File: config.mk
export PLATFORM = sky130hd
export DESIGN_NAME = t8oc_unit
export DESIGN_NICKNAME = d
export VERILOG_FILES = /design/src/verilog/t8oc_pkg.sv /design/src/verilog/t8oc_comparator.sv /design/src/verilog/t8oc_pin_mux.sv /design/src/verilog/t8oc_unit.sv
export SDC_FILE = /design/constraint.sdc
export NUM_CORES = 1
export LEC_CHECK = 0
export ABC_AREA = 1
export BUFFER_PORTS_ARGS = -buffer_cell sky130_fd_sc_hd__buf_2
export CORE_MARGIN = 5
export CORE_UTILIZATION = 54
export CTS_CLUSTER_DIAMETER = 60
export DETAILED_ROUTE_END_ITERATION = 10
export PLACE_DENSITY = 0.9
export SLEW_MARGIN = 0
export SYNTH_ARGS = -nofsm -noshare
export SYNTH_HDL_FRONTEND = slang
export SYNTH_SLANG_ARGS = --single-unit
File: constraint.sdc
create_clock -name clk -period 3.6 [get_ports clk]
set_clock_uncertainty 0.2 [all_clocks]
set_input_delay 0.18 -clock clk [delete_from_list [all_inputs] [get_ports clk]]
set_output_delay 0.18 -clock clk [all_outputs]
set_load 0.05 [all_outputs]
File: src/verilog/t8oc_pkg.sv
// constants, types and bus carriers shared by the output compare unit
//
// Overview of operation
// - compare the 8-bit count with the active compare value every cycle
// - a match sets the compare flag on the following timer clock edge
// - interrupt only with flag set, channel enable one and global enable set
// - the flag clears when the processor executes the compare interrupt
// - writing one to the flag bit clears it, writing zero does nothing
// - output state follows match, mode, action, plus max and bottom cases
// - compare value double buffered in pwm modes, direct in normal and ctc
// - buffered value moves to the active register only at top (count at max)
// - processor reaches the buffer when buffering, the active value otherwise
// - in non-pwm modes a force strobe applies the action like a match
// - a forced compare neither sets the flag nor touches the counter
// - a count write blocks matches in the next timer cycle, stopped or not
// - output state keeps its value across waveform mode changes
// - output action is not buffered and governs the very next match
// - system reset clears the output state to zero
// - nonzero action puts output state on the pin instead of port latch
// - pin direction stays with the direction bit, state shows only as output
// - action zero leaves the output state alone on matches in every mode
// - output action never alters the counting sequence
// - action picks polarity in pwm, set clear or toggle in non-pwm
// - mode codes: normal 0, phase correct 1, clear on match 2, fast 3
// - action one toggles on each match in non-pwm and fast pwm
`default_nettype none
package t8oc_pkg;

    // register offsets (byte addresses on the bus)
    localparam logic [11:0] T8OC_CTRL_OFS = 12'h000;
    localparam logic [11:0] T8OC_COMPARE_OFS = 12'h004;
    localparam logic [11:0] T8OC_COUNT_OFS = 12'h008;
    localparam logic [11:0] T8OC_STATUS_OFS = 12'h00C;
    localparam logic [11:0] T8OC_ACTIVE_OFS = 12'h010;

    // control register field positions
    localparam int T8OC_CTRL_MODE_LSB = 0;
    localparam int T8OC_CTRL_ACTION_LSB = 2;
    localparam int T8OC_CTRL_FORCE_BIT = 4;
    localparam int T8OC_CTRL_IRQEN_BIT = 5;
    localparam int T8OC_CTRL_DIR_BIT = 6;
    localparam int T8OC_CTRL_LATCH_BIT = 7;

    // status register field positions
    localparam int T8OC_STATUS_FLAG_BIT = 0;
    localparam int T8OC_STATUS_OCS_BIT = 1;
    localparam int T8OC_STATUS_BLOCK_BIT = 2;

    // reset values
    localparam logic [7:0] T8OC_COMPARE_RST = 8'h00;
    localparam logic T8OC_OCS_RST = 1'b0;

    // waveform modes
    typedef enum logic [1:0] {
        T8OC_MODE_NORMAL = 2'h0,
        T8OC_MODE_PC_PWM = 2'h1,
        T8OC_MODE_CTC = 2'h2,
        T8OC_MODE_FAST_PWM = 2'h3
    } t8oc_mode_t;

    // compare output actions
    typedef enum logic [1:0] {
        T8OC_ACT_NONE = 2'h0,
        T8OC_ACT_TOGGLE = 2'h1,
        T8OC_ACT_CLEAR = 2'h2,
        T8OC_ACT_SET = 2'h3
    } t8oc_action_t;

    // apb request from the master
    typedef struct packed {
        logic psel;
        logic penable;
        logic pwrite;
        logic [11:0] paddr;
        logic [31:0] pwdata;
    } t8oc_apb_req_t;

    // apb answer to the master
    typedef struct packed {
        logic [31:0] prdata;
        logic pready;
        logic pslverr;
    } t8oc_apb_rsp_t;

    // status from the counter unit
    typedef struct packed {
        logic [7:0] count;
        logic tick;
        logic at_max;
        logic at_bottom;
        logic down;
    } t8oc_cnt_t;

    // count load request to the counter unit
    typedef struct packed {
        logic strobe;
        logic [7:0] value;
    } t8oc_load_t;

    // pin drive: value and output enable
    typedef struct packed {
        logic out;
        logic oe;
    } t8oc_pin_t;

endpackage
`default_nettype wire

File: src/verilog/t8oc_comparator.sv
// 8-bit equality comparator between running count and compare value
`timescale 1ns/1ps
`default_nettype none
module t8oc_comparator (
    input wire logic [7:0] count,
    input wire logic [7:0] compare,
    output logic match
);
    // continuous equality check
    assign match = (count == compare);
endmodule // t8oc_comparator
`default_nettype wire

File: src/verilog/t8oc_pin_mux.sv
// port pin override: output state or port latch, direction kept apart
`timescale 1ns/1ps
`default_nettype none
module t8oc_pin_mux (
    input wire logic clk,
    input wire logic rst,
    input wire logic override,
    input wire logic state,
    input wire logic latch,
    input wire logic direction,
    output t8oc_pkg::t8oc_pin_t pin
);
    import t8oc_pkg::*;

    t8oc_pin_t r;
    t8oc_pin_t next_r;

    // choose the pin source, whatever the waveform mode
    always_comb begin
        next_r = r;
        next_r.out = override ? state : latch;
        next_r.oe = direction;
    end

    // register the pin drive
    always_ff @(posedge clk) begin
        if (rst) begin
            r <= '0;
        end else begin
            r <= next_r;
        end
    end

    assign pin = r;
endmodule // t8oc_pin_mux
`default_nettype wire

File: src/verilog/t8oc_unit.sv
// output compare unit of the 8-bit timer with its apb register file
//
// Our own choices: register access over APB and the register addresses.
`timescale 1ns/1ps
`default_nettype none
module t8oc_unit (
    input wire logic clk,
    input wire logic rst,
    input wire t8oc_pkg::t8oc_apb_req_t apb_req,
    output t8oc_pkg::t8oc_apb_rsp_t apb_rsp,
    input wire t8oc_pkg::t8oc_cnt_t cnt,
    output t8oc_pkg::t8oc_load_t count_load,
    input wire logic global_irq_enable,
    input wire logic compare_irq_ack,
    output logic compare_irq,
    output t8oc_pkg::t8oc_pin_t pin,
    output logic compare_output_state
);
    import t8oc_pkg::*;

    // whole state of the unit
    typedef struct packed {
        t8oc_mode_t mode;
        t8oc_action_t action;
        logic irq_en;
        logic pin_dir;
        logic port_latch;
        logic [7:0] active_cmp;
        logic [7:0] buffer_cmp;
        logic flag;
        logic ocs;
        logic block;
        logic irq;
        t8oc_load_t load;
        t8oc_apb_rsp_t rsp;
    } t8oc_state_t;

    t8oc_state_t r;
    t8oc_state_t next_r;

    logic match;
    logic setup;
    logic access;
    logic wr;
    logic wr_ctrl;
    logic wr_compare;
    logic wr_count;
    logic wr_status;
    logic mapped;
    logic buffered;
    logic pwm_new;
    logic force_now;
    logic match_ev;
    logic top_ev;
    logic flag_clr;
    logic [31:0] rdata;
    t8oc_mode_t wmode;
    t8oc_action_t waction;

    // comparator between running count and active compare value
    t8oc_comparator u_cmp (
        .count(cnt.count),
        .compare(r.active_cmp),
        .match(match)
    );

    // pin override and direction
    t8oc_pin_mux u_pin (
        .clk(clk),
        .rst(rst),
        .override(r.action != T8OC_ACT_NONE),
        .state(r.ocs),
        .latch(r.port_latch),
        .direction(r.pin_dir),
        .pin(pin)
    );

    // apb phase decode: setup cycle and the access edge with pready high
    assign setup = apb_req.psel & ~apb_req.penable;
    assign access = apb_req.psel & apb_req.penable & r.rsp.pready;
    assign wr = access & apb_req.pwrite & ~r.rsp.pslverr;
    assign wr_ctrl = wr & (apb_req.paddr == T8OC_CTRL_OFS);
    assign wr_compare = wr & (apb_req.paddr == T8OC_COMPARE_OFS);
    assign wr_count = wr & (apb_req.paddr == T8OC_COUNT_OFS);
    assign wr_status = wr & (apb_req.paddr == T8OC_STATUS_OFS);

    // known register addresses
    assign mapped = (apb_req.paddr == T8OC_CTRL_OFS)
        | (apb_req.paddr == T8OC_COMPARE_OFS)
        | (apb_req.paddr == T8OC_COUNT_OFS)
        | (apb_req.paddr == T8OC_STATUS_OFS)
        | (apb_req.paddr == T8OC_ACTIVE_OFS);

    // buffering is on in both pwm modes only
    assign buffered = (r.mode == T8OC_MODE_PC_PWM)
        | (r.mode == T8OC_MODE_FAST_PWM);

    // mode and action as seen by a control write in this cycle
    assign wmode = t8oc_mode_t'(
        apb_req.pwdata[T8OC_CTRL_MODE_LSB +: 2]);
    assign waction = t8oc_action_t'(
        apb_req.pwdata[T8OC_CTRL_ACTION_LSB +: 2]);
    assign pwm_new = (wmode == T8OC_MODE_PC_PWM)
        | (wmode == T8OC_MODE_FAST_PWM);

    // force strobe only acts in the non-pwm modes
    assign force_now = wr_ctrl & apb_req.pwdata[T8OC_CTRL_FORCE_BIT]
        & ~pwm_new;

    // a real match, taken on a timer clock and not blocked by a count write
    assign match_ev = cnt.tick & match & ~r.block & ~wr_count;

    // top of the sequence, where buffered values are loaded
    assign top_ev = cnt.tick & cnt.at_max;

    // flag clear by write-one or by interrupt execution
    assign flag_clr = (wr_status & apb_req.pwdata[T8OC_STATUS_FLAG_BIT])
        | compare_irq_ack;

    // read data mux, sampled in the setup cycle
    always_comb begin
        rdata = 32'h0000_0000;
        unique case (apb_req.paddr)
            T8OC_CTRL_OFS: begin
                rdata[T8OC_CTRL_MODE_LSB +: 2] = r.mode;
                rdata[T8OC_CTRL_ACTION_LSB +: 2] = r.action;
                rdata[T8OC_CTRL_IRQEN_BIT] = r.irq_en;
                rdata[T8OC_CTRL_DIR_BIT] = r.pin_dir;
                rdata[T8OC_CTRL_LATCH_BIT] = r.port_latch;
            end
            T8OC_COMPARE_OFS: begin
                rdata[7:0] = buffered ? r.buffer_cmp : r.active_cmp;
            end
            T8OC_COUNT_OFS: begin
                rdata[7:0] = cnt.count;
            end
            T8OC_STATUS_OFS: begin
                rdata[T8OC_STATUS_FLAG_BIT] = r.flag;
                rdata[T8OC_STATUS_OCS_BIT] = r.ocs;
                rdata[T8OC_STATUS_BLOCK_BIT] = r.block;
            end
            T8OC_ACTIVE_OFS: begin
                rdata[7:0] = r.active_cmp;
            end
            default: begin
                rdata = 32'h0000_0000;
            end
        endcase
    end

    // next state of the whole unit
    always_comb begin
        next_r = r;

        // bus answer: one access cycle with pready high, then released
        next_r.rsp.pready = setup;
        next_r.rsp.pslverr = setup & ~mapped;
        if (setup) begin
            next_r.rsp.prdata = (apb_req.pwrite | ~mapped) ?
                32'h0000_0000 : rdata;
        end

        // control writes; action takes effect at once, unbuffered
        if (wr_ctrl) begin
            next_r.mode = wmode;
            next_r.action = waction;
            next_r.irq_en = apb_req.pwdata[T8OC_CTRL_IRQEN_BIT];
            next_r.pin_dir = apb_req.pwdata[T8OC_CTRL_DIR_BIT];
            next_r.port_latch = apb_req.pwdata[T8OC_CTRL_LATCH_BIT];
        end

        // compare writes go to the buffer or straight to the comparator
        if (wr_compare) begin
            next_r.buffer_cmp = apb_req.pwdata[7:0];
            if (!buffered) begin
                next_r.active_cmp = apb_req.pwdata[7:0];
            end
        end

        // buffered value reaches the comparator only at top
        if (buffered && top_ev) begin
            next_r.active_cmp = r.buffer_cmp;
        end

        // count write: load request to the counter and block one timer cycle
        // a tick under the pending load is overridden by it, so the block
        // lasts until the first tick that sees the new count
        next_r.load.strobe = wr_count;
        if (wr_count) begin
            next_r.load.value = apb_req.pwdata[7:0];
            next_r.block = 1'b1;
        end else if (cnt.tick && !r.load.strobe) begin
            next_r.block = 1'b0;
        end

        // compare flag: a match wins over a clear in the same cycle
        next_r.flag = (r.flag & ~flag_clr) | match_ev;

        // interrupt request line
        next_r.irq = next_r.flag & r.irq_en & global_irq_enable;

        // waveform generator acting on the output state
        unique case (r.mode)
            T8OC_MODE_NORMAL, T8OC_MODE_CTC: begin
                // non-pwm: set, clear or toggle on match
                if (match_ev) begin
                    unique case (r.action)
                        T8OC_ACT_NONE: next_r.ocs = r.ocs;
                        T8OC_ACT_TOGGLE: next_r.ocs = ~r.ocs;
                        T8OC_ACT_CLEAR: next_r.ocs = 1'b0;
                        T8OC_ACT_SET: next_r.ocs = 1'b1;
                    endcase
                end
            end
            T8OC_MODE_FAST_PWM: begin
                // fast pwm: top restarts the period, top wins a tie
                unique case (r.action)
                    T8OC_ACT_NONE: next_r.ocs = r.ocs;
                    T8OC_ACT_TOGGLE: begin
                        if (match_ev) begin
                            next_r.ocs = ~r.ocs;
                        end
                    end
                    T8OC_ACT_CLEAR: begin
                        if (top_ev) begin
                            next_r.ocs = 1'b1;
                        end else if (match_ev) begin
                            next_r.ocs = 1'b0;
                        end
                    end
                    T8OC_ACT_SET: begin
                        if (top_ev) begin
                            next_r.ocs = 1'b0;
                        end else if (match_ev) begin
                            next_r.ocs = 1'b1;
                        end
                    end
                endcase
            end
            T8OC_MODE_PC_PWM: begin
                // phase correct: direction picks clear or set
                if (match_ev) begin
                    unique case (r.action)
                        T8OC_ACT_NONE: next_r.ocs = r.ocs;
                        T8OC_ACT_TOGGLE: next_r.ocs = r.ocs;
                        T8OC_ACT_CLEAR: next_r.ocs = cnt.down;
                        T8OC_ACT_SET: next_r.ocs = ~cnt.down;
                    endcase
                end else if (cnt.tick && cnt.at_bottom
                        && r.active_cmp == 8'h00) begin
                    // extreme compare of zero holds the idle level
                    if (r.action == T8OC_ACT_CLEAR) begin
                        next_r.ocs = 1'b1;
                    end else if (r.action == T8OC_ACT_SET) begin
                        next_r.ocs = 1'b0;
                    end
                end
            end
        endcase

        // forced compare: only the output state, no flag, no counter
        if (force_now) begin
            unique case (waction)
                T8OC_ACT_NONE: next_r.ocs = r.ocs;
                T8OC_ACT_TOGGLE: next_r.ocs = ~r.ocs;
                T8OC_ACT_CLEAR: next_r.ocs = 1'b0;
                T8OC_ACT_SET: next_r.ocs = 1'b1;
            endcase
        end
    end

    // state register; system reset clears the output state
    always_ff @(posedge clk) begin
        if (rst) begin
            r.mode <= T8OC_MODE_NORMAL;
            r.action <= T8OC_ACT_NONE;
            r.irq_en <= 1'b0;
            r.pin_dir <= 1'b0;
            r.port_latch <= 1'b0;
            r.active_cmp <= T8OC_COMPARE_RST;
            r.buffer_cmp <= T8OC_COMPARE_RST;
            r.flag <= 1'b0;
            r.ocs <= T8OC_OCS_RST;
            r.block <= 1'b0;
            r.irq <= 1'b0;
            r.load <= '0;
            r.rsp <= '0;
        end else begin
            r <= next_r;
        end
    end

    // outputs straight from the state register
    assign apb_rsp = r.rsp;
    assign count_load = r.load;
    assign compare_irq = r.irq;
    assign compare_output_state = r.ocs;
endmodule // t8oc_unit
`default_nettype wire

# [Word-level counts from Yosys, hierarchy flattened]
# Cells that the tools add are included.
[op_classes] n_eq_ne=27 n_mux=28 bitwise=38 n_reduce_logical=17
[ops] op="8-bit 2-to-1 mux" count=4
[ops] op="12-bit by 4-bit == test with 1-bit output, second input constant" count=2
[ops] op="1-bit bitwise AND" count=20
[ops] op="16-bit 2-to-1 mux" count=1
[ops] op="1-bit case mux with 3 select lines" count=5
[ops] op="3-bit case mux with 5 select lines" count=1
[ops] op="2-bit == test, second input constant" count=7
[ops] op="1-bit 2-to-1 mux" count=14
[ops] op="12-bit by 3-bit == test with 1-bit output, second input constant" count=1
[ops] op="12-bit by 5-bit == test with 1-bit output, second input constant" count=1
[ops] op="12-bit logical NOT" count=1
[ops] op="3-bit case mux with 4 select lines" count=1
[ops] op="5-bit inequality test, second input constant" count=2
[ops] op="10-bit AND reduction" count=1
[ops] op="3-bit inequality test, second input constant" count=3
[ops] op="1-bit NOT" count=9
[ops] op="1-bit OR" count=9
[ops] op="2-bit by 1-bit == test with 1-bit output, second input constant" count=4
[ops] op="8-bit == test" count=1
[ops] op="8-bit logical NOT" count=1
[ops] op="4-bit inequality test, second input constant" count=2
[ops] op="2-bit logical NOT" count=3
[ops] op="2-bit nonzero test" count=3
[ops] op="5-bit by 3-bit inequality test with 1-bit output, second input constant" count=1
[ops] op="9 further kinds" count=13
[word_totals] reg_bits=72 input_bits=63 output_inout_bits=47 elab_cells=128

# [Logic depth before layout (Yosys ltp)]
# Gate-level depths: netlist (run 1).
[depth] word_depth=12 mapped_depth=14 depth_no_buf=14

# [Hierarchy]
# From an unflattened synthesis (run 1), not the netlist that was laid out.
[hier_totals] cells_unflattened=461 hier_area_um2=3006.6
[by_module_without_submodules] mod="t8oc_unit" instances=1 cells_each=407 area_per_inst_um2=2768.9 seq_area_each_um2=920.9
[by_module_without_submodules] mod="t8oc_comparator" instances=1 cells_each=44 area_per_inst_um2=165.2 seq_area_each_um2=0.0
[by_module_without_submodules] mod="t8oc_pin_mux" instances=1 cells_each=10 area_per_inst_um2=72.6 seq_area_each_um2=40.0

# [Least setup slack after synthesis (run 1)]
# No wires, ideal clock.
[synth_timing] kind="reg2reg" startpoint="register r, in the netlist apb_rsp[0]" endpoint="register r, in the netlist compare_output_state" setup_ps=111 arrival_time_ps=1307 t_required_ps=3289 path_slack_ps=1981 stages_incl_launch_ff=12 path_buffers=0 period_less_slack_ps=1619 cell_sequence="dfxtp_1 or2_1 nor2_2 nand3_2 nand3_2 nand2_1 nand2_1 nand2_1 nand2_1 nand2_1 nor2_1 nor2_1"
[synth_between] elab_chain_cells=8 elab_cells_between_ends=22 classes_between="eq/ne: 10; mux: 3; bitwise: 8; reduce/logical: 1"
[synth_rtl] element="start: declaration" line="t8oc_unit.sv:38" source="t8oc_state_t r;"
[synth_rtl] element="start signal: assignment" line="t8oc_unit.sv:289" source="r <= next_r;"
[synth_rtl] element="1-bit NOT (*)" line="t8oc_unit.sv:81" source="assign wr = access & apb_req.pwrite & ~r.rsp.pslverr;"
[synth_rtl] element="1-bit bitwise AND (*)" line="t8oc_unit.sv:81"
[synth_rtl] element="parallel branches: the longest is 6 deep, another holds 10-bit AND reduction"
# Every way passes the cells marked *.
# A chain may end at the register's enable or synchronous reset.

# [Worst setup path in the final report (run 1)]
[layout_timing] startpoint="register r, in the netlist apb_rsp[0]" endpoint="register r, in the netlist compare_irq"
[layout_between] elab_chain_cells=10 elab_cells_between_ends=13 classes_between="bitwise: 13"
[layout_rtl] element="1-bit NOT (*)" line="t8oc_unit.sv:81"
[layout_rtl] element="1-bit bitwise AND (*)" line="t8oc_unit.sv:81"
[layout_rtl] element="1-bit bitwise AND" line="t8oc_unit.sv:85" source="assign wr_status = wr & (apb_req.paddr == T8OC_STATUS_OFS);"
[layout_rtl] element="1-bit bitwise AND" line="t8oc_unit.sv:117" source="assign flag_clr = (wr_status & apb_req.pwdata[T8OC_STATUS_FLAG_BIT])"
[layout_rtl] element="1-bit OR" line="t8oc_unit.sv:118" source="| compare_irq_ack;"
[layout_rtl] element="1-bit NOT" line="t8oc_unit.sv:197" source="next_r.flag = (r.flag & ~flag_clr) | match_ev;"
[layout_rtl] element="1-bit bitwise AND" line="t8oc_unit.sv:197"
[layout_rtl] element="1-bit OR (*)" line="t8oc_unit.sv:197"
[layout_rtl] element="1-bit bitwise AND (*) (2 in a row)" line="t8oc_unit.sv:200" source="next_r.irq = next_r.flag & r.irq_en & global_irq_enable;"
# Mark *: on every way between the ends. The rest lies on a longest branch, timed or not.

==> results of run 1 <==
[cells in the final DEF (no fill, tap or decap), drive strengths merged, types with 2 or more instances in the layout]
cell / instances
o211ai: 3
nor2: 36
nand4: 9
dfxtp: 48
nand2: 98
dlygate4sd3: 10
clkinv: 2
o21ai: 40
buf: 61
nor3: 9
inv: 59
o22ai: 8
conb: 24
clkbuf: 5
o21a: 2
a21oi: 44
xor2: 2
nand3: 18
[cell type report]
cell class                      instances  area [um2]  area share [%]
Multi-Input combinational cell        299        1494           45.87
Tap cell                               72       90.09           2.766
Clock inverter                          2       12.51          0.3842
Timing Repair Buffer                   71       405.4           12.45
Inverter                               60       225.2           6.915
Clock buffer                            5       68.82           2.113
Sequential cell                        48       960.9           29.50
[cell families after synthesis]
logic type                after synthesis
AOI/OAI and AO/OA                     101
buffers and inverters                 112
other                                   1
xor gates and xnor gates                2
and+or+nand+nor                       171
muxes                                   1
DFF                                    48
[per-layer routing]
metal,up-vias,global-route usage [%],part of all wire [%],wire [um]
met1,1293,24.10,40,2899
met2,138,36.66,49,3550
met3,17,4.612,9.0,658
met5,-,0,0,0
met4,0,7.895,2.5,182
li1,1443,-,-,-
[state kept, by name (all words and copies together), names as in the netlist]
name	count
compare_output_state	1
apb_rsp	10
r	25
compare_irq	1
u_pin.pin	2
count_load	9
[tightest hold or removal path: cells and delay by family]
family | cells | cell delay [ns]
AO/OA/AOI/OAI | 1 | 0.06
buffers and inverters | 1 | 0.14
AND/OR/NAND/NOR | 1 | 0.09
[through the flow]
step	setup WS (ns)	cell area, um2
floorplan	1.981	3054
CTS	1.157	3257
global route	1.010	3257
detailed placement	1.391	3075
finish	1.174	3257
global placement	1.466	3075
[worst paths after layout]
path	from	end	slack, ns	depth (start not counted)
min	apb_req[3]	r[50]	0.008	3
min reg2reg	count_load[4]	count_load[4]	0.25	2
max	apb_rsp[0]	compare_irq	1.17	8
max reg2reg	apb_rsp[0]	compare_irq	1.17	8
[synth_stat cells (2+ instances only)]
| master | instances | share of area (%) |
|---|---|---|
| buf_2 | 2 | 0.34 |
| nand2_2 | 4 | 0.84 |
| o211ai_1 | 3 | 0.76 |
| a21oi_1 | 44 | 7.4 |
| nand2_1 | 91 | 12 |
| o21ai_0 | 33 | 5.6 |
| nor3_1 | 9 | 1.5 |
| nand4_1 | 8 | 1.7 |
| nor2_4 | 3 | 1.1 |
| clkbuf_1 | 5 | 0.63 |
| inv_1 | 52 | 6.6 |
| buf_6 | 2 | 0.76 |
| buf_4 | 43 | 11 |
| o21a_1 | 2 | 0.51 |
| dfxtp_1 | 48 | 32 |
| nand2_4 | 3 | 1.1 |
| xor2_1 | 2 | 0.59 |
| o21ai_1 | 6 | 1.0 |
| nand3_1 | 14 | 2.4 |
| nor2_8 | 2 | 1.3 |
| nor2_1 | 26 | 3.3 |
| inv_2 | 7 | 0.89 |
| o22ai_1 | 8 | 1.7 |
| nand3_2 | 3 | 1.0 |
| nor2_2 | 5 | 1.1 |
[report_power, final]
| group | total (mW) | switching (mW) | internal, mW |
|---|---|---|---|
| clock | 0.312 | 0.180 | 0.132 |
| combinational | 0.138 | 0.105 | 0.0327 |
| sequential | 0.532 | 0.000405 | 0.531 |
==> reports/summary.txt, run 1 <==
largest net degree at the start of global routing - 27
antenna violations before repair - 0
largest family of logic cells by synthesized area - simple AND/OR/NAND/NOR gates
CTS tree - yes
Crit. End Element - flip-flop
num rows - 27
ys async rst share - 0%
setup TNS - 0 ns
drt total wl - 7.290 mm
Yosys reg bits - 48
Nets - 548
gr usage total - 20.65%
Synth cell types - 36
Peak Freq - 412.3 MHz
status - completed
Worst slew margin - 48.31%
Simple-Gate Fraction of Synth Area - 28.12%
Post-synth EDFFs - 0
CTS Root Cell - clkbuf_8
RD Place Congestion - 0.9032
WP buf/inv - 1
clk_lat worst skew - 0.30 ns
hold bufs inserted after CTS - 10
Die Width - 84.14 um
first-pass GRT wire length - 12.00 mm
Starting Density - 54.57%
Mapped Area - 0.002968 mm2
CP top delay family - simple AND/OR/NAND/NOR gates
adder-cell share of the synthesized area - 0%
I/O Pins - 110
Critical Path Fanout Max - 18
ANT cells - 0
clk buf depth - 2
Pleak - 1.551 nW
clock transition at the registers of the reported paths - 0.09 ns
Antenna Nets Post-Route - 0
CTS resizes - 0
Syn Area/Cell - 6.807 um2
Worst Path Class, Setup - flip-flop to flip-flop
total grt overflow - 0
area grow syn2layout - 9.739%
Avg WL per Cell - 13.09 um
number of setup buffers added after CTS - 0
die area - 0.007079 mm2
CP required - 3.60 ns
Tot Pwr - 0.9811 mW
Mapped Cells - 436
Crit path top cell by count - nand3_2
Die Height - 84.14 um
total of warnings raised by yosys - 0
minimum clock period - 2.426 ns
Vias - 2,891
vias in the first global route - 2,703
HP Class - input port to flip-flop
worst-margin pin slew - 0.7746 ns
main flop type after synthesis - dfxtp_1
max incr delay on CP - 0.55 ns
final core utilization - 59.88%
Final Cycle Share - 67.38%
total core area - 0.005439 mm2
WP data arrival - 2.42 ns
DRC - 0
clk sinks - 48
mux share of post-synthesis cell area - 0.3373%
Worst path slowest cell - dlygate4sd3_1
HPWL after DPL - 5.614 mm
Final Non-Filler Cells - 557
Cell Pwr Density - 301.2 mW/mm2
H-tree Lvls - 2
Peak VDD IR - 137.3 uV
DRT Pass-1 Iters - 5
share of layout cells above drive strength 1 - 20.21%
Fin. Hold Viols - 0
Initial DRC Count - 158
Setup violations, final - 0
hold slack - 0.008041 ns
Via density - 5.190
compound-cell area share of the yosys netlist - 18.25%
number of fill cells in the layout - 505
Placed Cells - 540
worst-path cell chain - or2_1 > nor2_2 > nand3_2 > nand3_2 > o31ai_1 > nand2_1 > nor2_1 > dlygate4sd3_1
I/O Buffers - 61
RSZ-0062 raised after global routing - false
XOR/XNOR Fraction of Synth Area - 0.5902%
sequential area share after synthesis - 32.38%
MaxCap Viol Count - 0
Inserted Clock Buffers - 5
Max Slew Vio Count - 0
Worst setup SP type - flip-flop
Note: power is estimated with default switching activity, not from simulation.
==> run 2, diff against run 1 <==
--- a/config.mk
+++ b/config.mk
@@ -8,10 +8,10 @@
 export ABC_AREA = 1
 export BUFFER_PORTS_ARGS = -buffer_cell sky130_fd_sc_hd__buf_2
 export CORE_MARGIN = 5
-export CORE_UTILIZATION = 54
+export CORE_UTILIZATION = 50
 export CTS_CLUSTER_DIAMETER = 60
 export DETAILED_ROUTE_END_ITERATION = 10
-export PLACE_DENSITY = 0.9
+export PLACE_DENSITY = 0.85
 export SLEW_MARGIN = 0
 export SYNTH_ARGS = -nofsm -noshare
 export SYNTH_HDL_FRONTEND = slang
==> constraint.sdc (replaced) <==
create_clock -name clk -period 2.5 [get_ports clk]
set_clock_uncertainty 0.2 [all_clocks]
set_input_delay 0.125 -clock clk [delete_from_list [all_inputs] [get_ports clk]]
set_output_delay 0.125 -clock clk [all_outputs]
set_load 0.05 [all_outputs]
==> run 2 against run 1 <==
Cell area up 1.6%. Setup slack worse by 1.0 ns. Count of clock-buffer cells in the layout is the same. Worst hold slack better by 0.0086 ns. Wire length rose by 2.7%. Non-clock buffer count grew 5. Sequential cell count did not move.
==> reports/summary.txt, run 2 (synthesis results as in run 1) <==
Peak Freq - 428.2 MHz
Starting Density - 50.73% (-3.8 points)
worst-path cell chain - dlygate4sd3_1 > buf_2 > nand3_1 > nor2_2 > nand3_2 > nand3_2 > o31ai_1 > nand2_1 > nor2_1 > dlygate4sd3_1
minimum clock period - 2.336 ns
Vias - 2,916 (+0.86%)
total grt overflow - 0 (unchanged)
FF-to-FF End - compare_irq
I/O Pins - 110 (unchanged)
DRC - 0 (unchanged)
drt total wl - 7.490 mm (+2.7%)
Placed Cells - 546 (+1.1%)
H-tree Lvls - 2 (unchanged)
WP buf/inv - 3 (+2)
Final Cycle Share - 93.42%
register-to-register setup slack - 0.17 ns (-1.00 ns)
total core area - 0.005851 mm2 (+7.6%)
gr usage total - 19.99% (-0.66 points)
Top reg by flops - r
Antenna Nets Post-Route - 0 (unchanged)
most frequent cells in the layout - nand2_1 (91), buf_2 (61), inv_1 (52), dfxtp_1 (48), a21oi_1 (44)
FF-to-FF Start - apb_rsp[0]
worst-margin pin slew - 0.8108 ns (+0.03627 ns)
clk_lat worst skew - 0.31 ns (about the same)
I/O Buffers - 61 (unchanged)
Cell Pwr Density - 435.5 mW/mm2 (+45%)
clk buf depth - 2 (unchanged)
Setup violations, final - 0 (unchanged)
number of fill cells in the layout - 556 (+10%)
HP Class - input port to flip-flop
Final Non-Filler Cells - 566 (+1.6%)
CTS Root Cell - clkbuf_8
Avg WL per Cell - 13.23 um (+1.1%)
Worst Path Class, Setup - input port to flip-flop
max reg flops - 25 (unchanged)
Worst slew margin - 45.89% (-2.4 points)
CP Launch Point - apb_req[45]
final core utilization - 56.57% (-3.3 points)
Nets - 553 (+0.91%)
Inserted Clock Buffers - 5 (unchanged)
depth of the worst register-to-register path - 8 (unchanged)
Die Height - 87.05 um (+3.5%)
CP top delay family - buffers and inverters
commonest non-fill, non-tap cell in the layout - nand2_1
Die Width - 87.05 um (+3.5%)
end of the critical path - compare_irq
DRT Pass-1 Iters - 5 (unchanged)
CTS resizes - 0 (unchanged)
WP data arrival - 2.34 ns (-0.08 ns)
Pleak - 1.582 nW (+2.0%)
RD Place Congestion - 0.8873 (-1.8%)
max incr delay on CP - 0.56 ns (about the same)
Fin. Hold Viols - 0 (unchanged)
status - completed
num rows - 28 (+3.7%)
Peak VDD IR - 209.5 uV (+53%)
Max Slew Vio Count - 0 (unchanged)
vias in the first global route - 2,716 (+0.48%)
ANT cells - 0 (unchanged)
clk sinks - 48 (unchanged)
die area - 0.007577 mm2 (+7.0%)
RSZ-0062 raised after global routing - false
Critical Path Fanout Max - 12 (-6)
total number of cells along the worst setup path - 10 (+2)
antenna violations before repair - 0 (unchanged)
Via density - 5.152 (-0.74%)
area grow syn2layout - 11.51%
largest net degree at the start of global routing - 27 (unchanged)
hold_sp - apb_req[44]
share of layout cells above drive strength 1 - 20.77% (+0.57 points)
clock transition at the registers of the reported paths - 0.09 ns (about the same)
setup TNS - 0 ns (unchanged)
MaxCap Viol Count - 0 (unchanged)
Worst path slowest cell - dlygate4sd3_1
HPWL after DPL - 5.717 mm (+1.8%)
Crit. End Element - flip-flop
first-pass GRT wire length - 11.96 mm (-0.29%)
CP required - 2.50 ns (-1.10 ns)
CTS tree - yes
Worst setup SP type - input port
Initial DRC Count - 206 (+30%)
[run 2: what timing repair did]
item / 4_1_cts / 5_1_grt
hold endpoints to repair: 27 / 0
setup buffers: 0 / 0
hold buffers: 12 / 0
[run 2: layout make-up]
cell class              instances  area, um2  area share [%]
clock buffers                   5      68.82           2.079
clock inverters                 3      18.77          0.5671
inverters                      60      225.2           6.805
multi-input cells             299       1494           45.14
flip-flops and latches         48      960.9           29.04
well taps                      75      93.84           2.836
repair buffers                 76      447.9           13.54
[run 2: per-stage QoR]
stage / power (mW) / hold slack [ns] / cell area [um2] / setup slack [ns]
2_1_floorplan: 0.9480 / 0.01752 / 3054 / 0.8812
3_3_place_gp: 0.9686 / 0.1659 / 3102 / 0.5401
3_5_place_dp: 0.9701 / 0.1738 / 3102 / 0.4991
4_1_cts: 1.449 / 0.01299 / 3309 / 0.1590
5_1_grt: 1.499 / 0.04023 / 3309 / 0.04000
6_report: 1.441 / 0.01663 / 3309 / 0.1644
[run 2: per-layer routing]
layer / up-vias / wire length [um] / GRT usage, %
met5: - / 0 / 0
met4: 0 / 199 / 8.640
met3: 20 / 535 / 3.122
met2: 114 / 3645 / 34.71
met1: 1324 / 3110 / 24.26
li1: 1458 / - / -
[run 2: power breakdown]
group,leakage [nW],switching [mW],internal [mW]
combinational,1.15,0.153,0.0503
clock,0.0479,0.277,0.196
sequential,0.387,0.000528,0.765
[run 2: worst min-delay path: stages]
cell     delay (ns)
buf_2          0.08
inv_2          0.04
nand2_2        0.06
inv_2          0.04
nand3_1        0.07
a21oi_1        0.06
[run 2: worst min path at each step]
stage	endpoint	slack, ns	depth (start not counted)
after detailed placement	compare_irq	0.17	3
after CTS	apb_rsp[2]	0.01	6
final	apb_rsp[2]	0.02	6
after global placement	count_load[0]	0.17	3
after global routing	apb_rsp[2]	0.04	6
after floorplan	count_load[8]	0.02	1
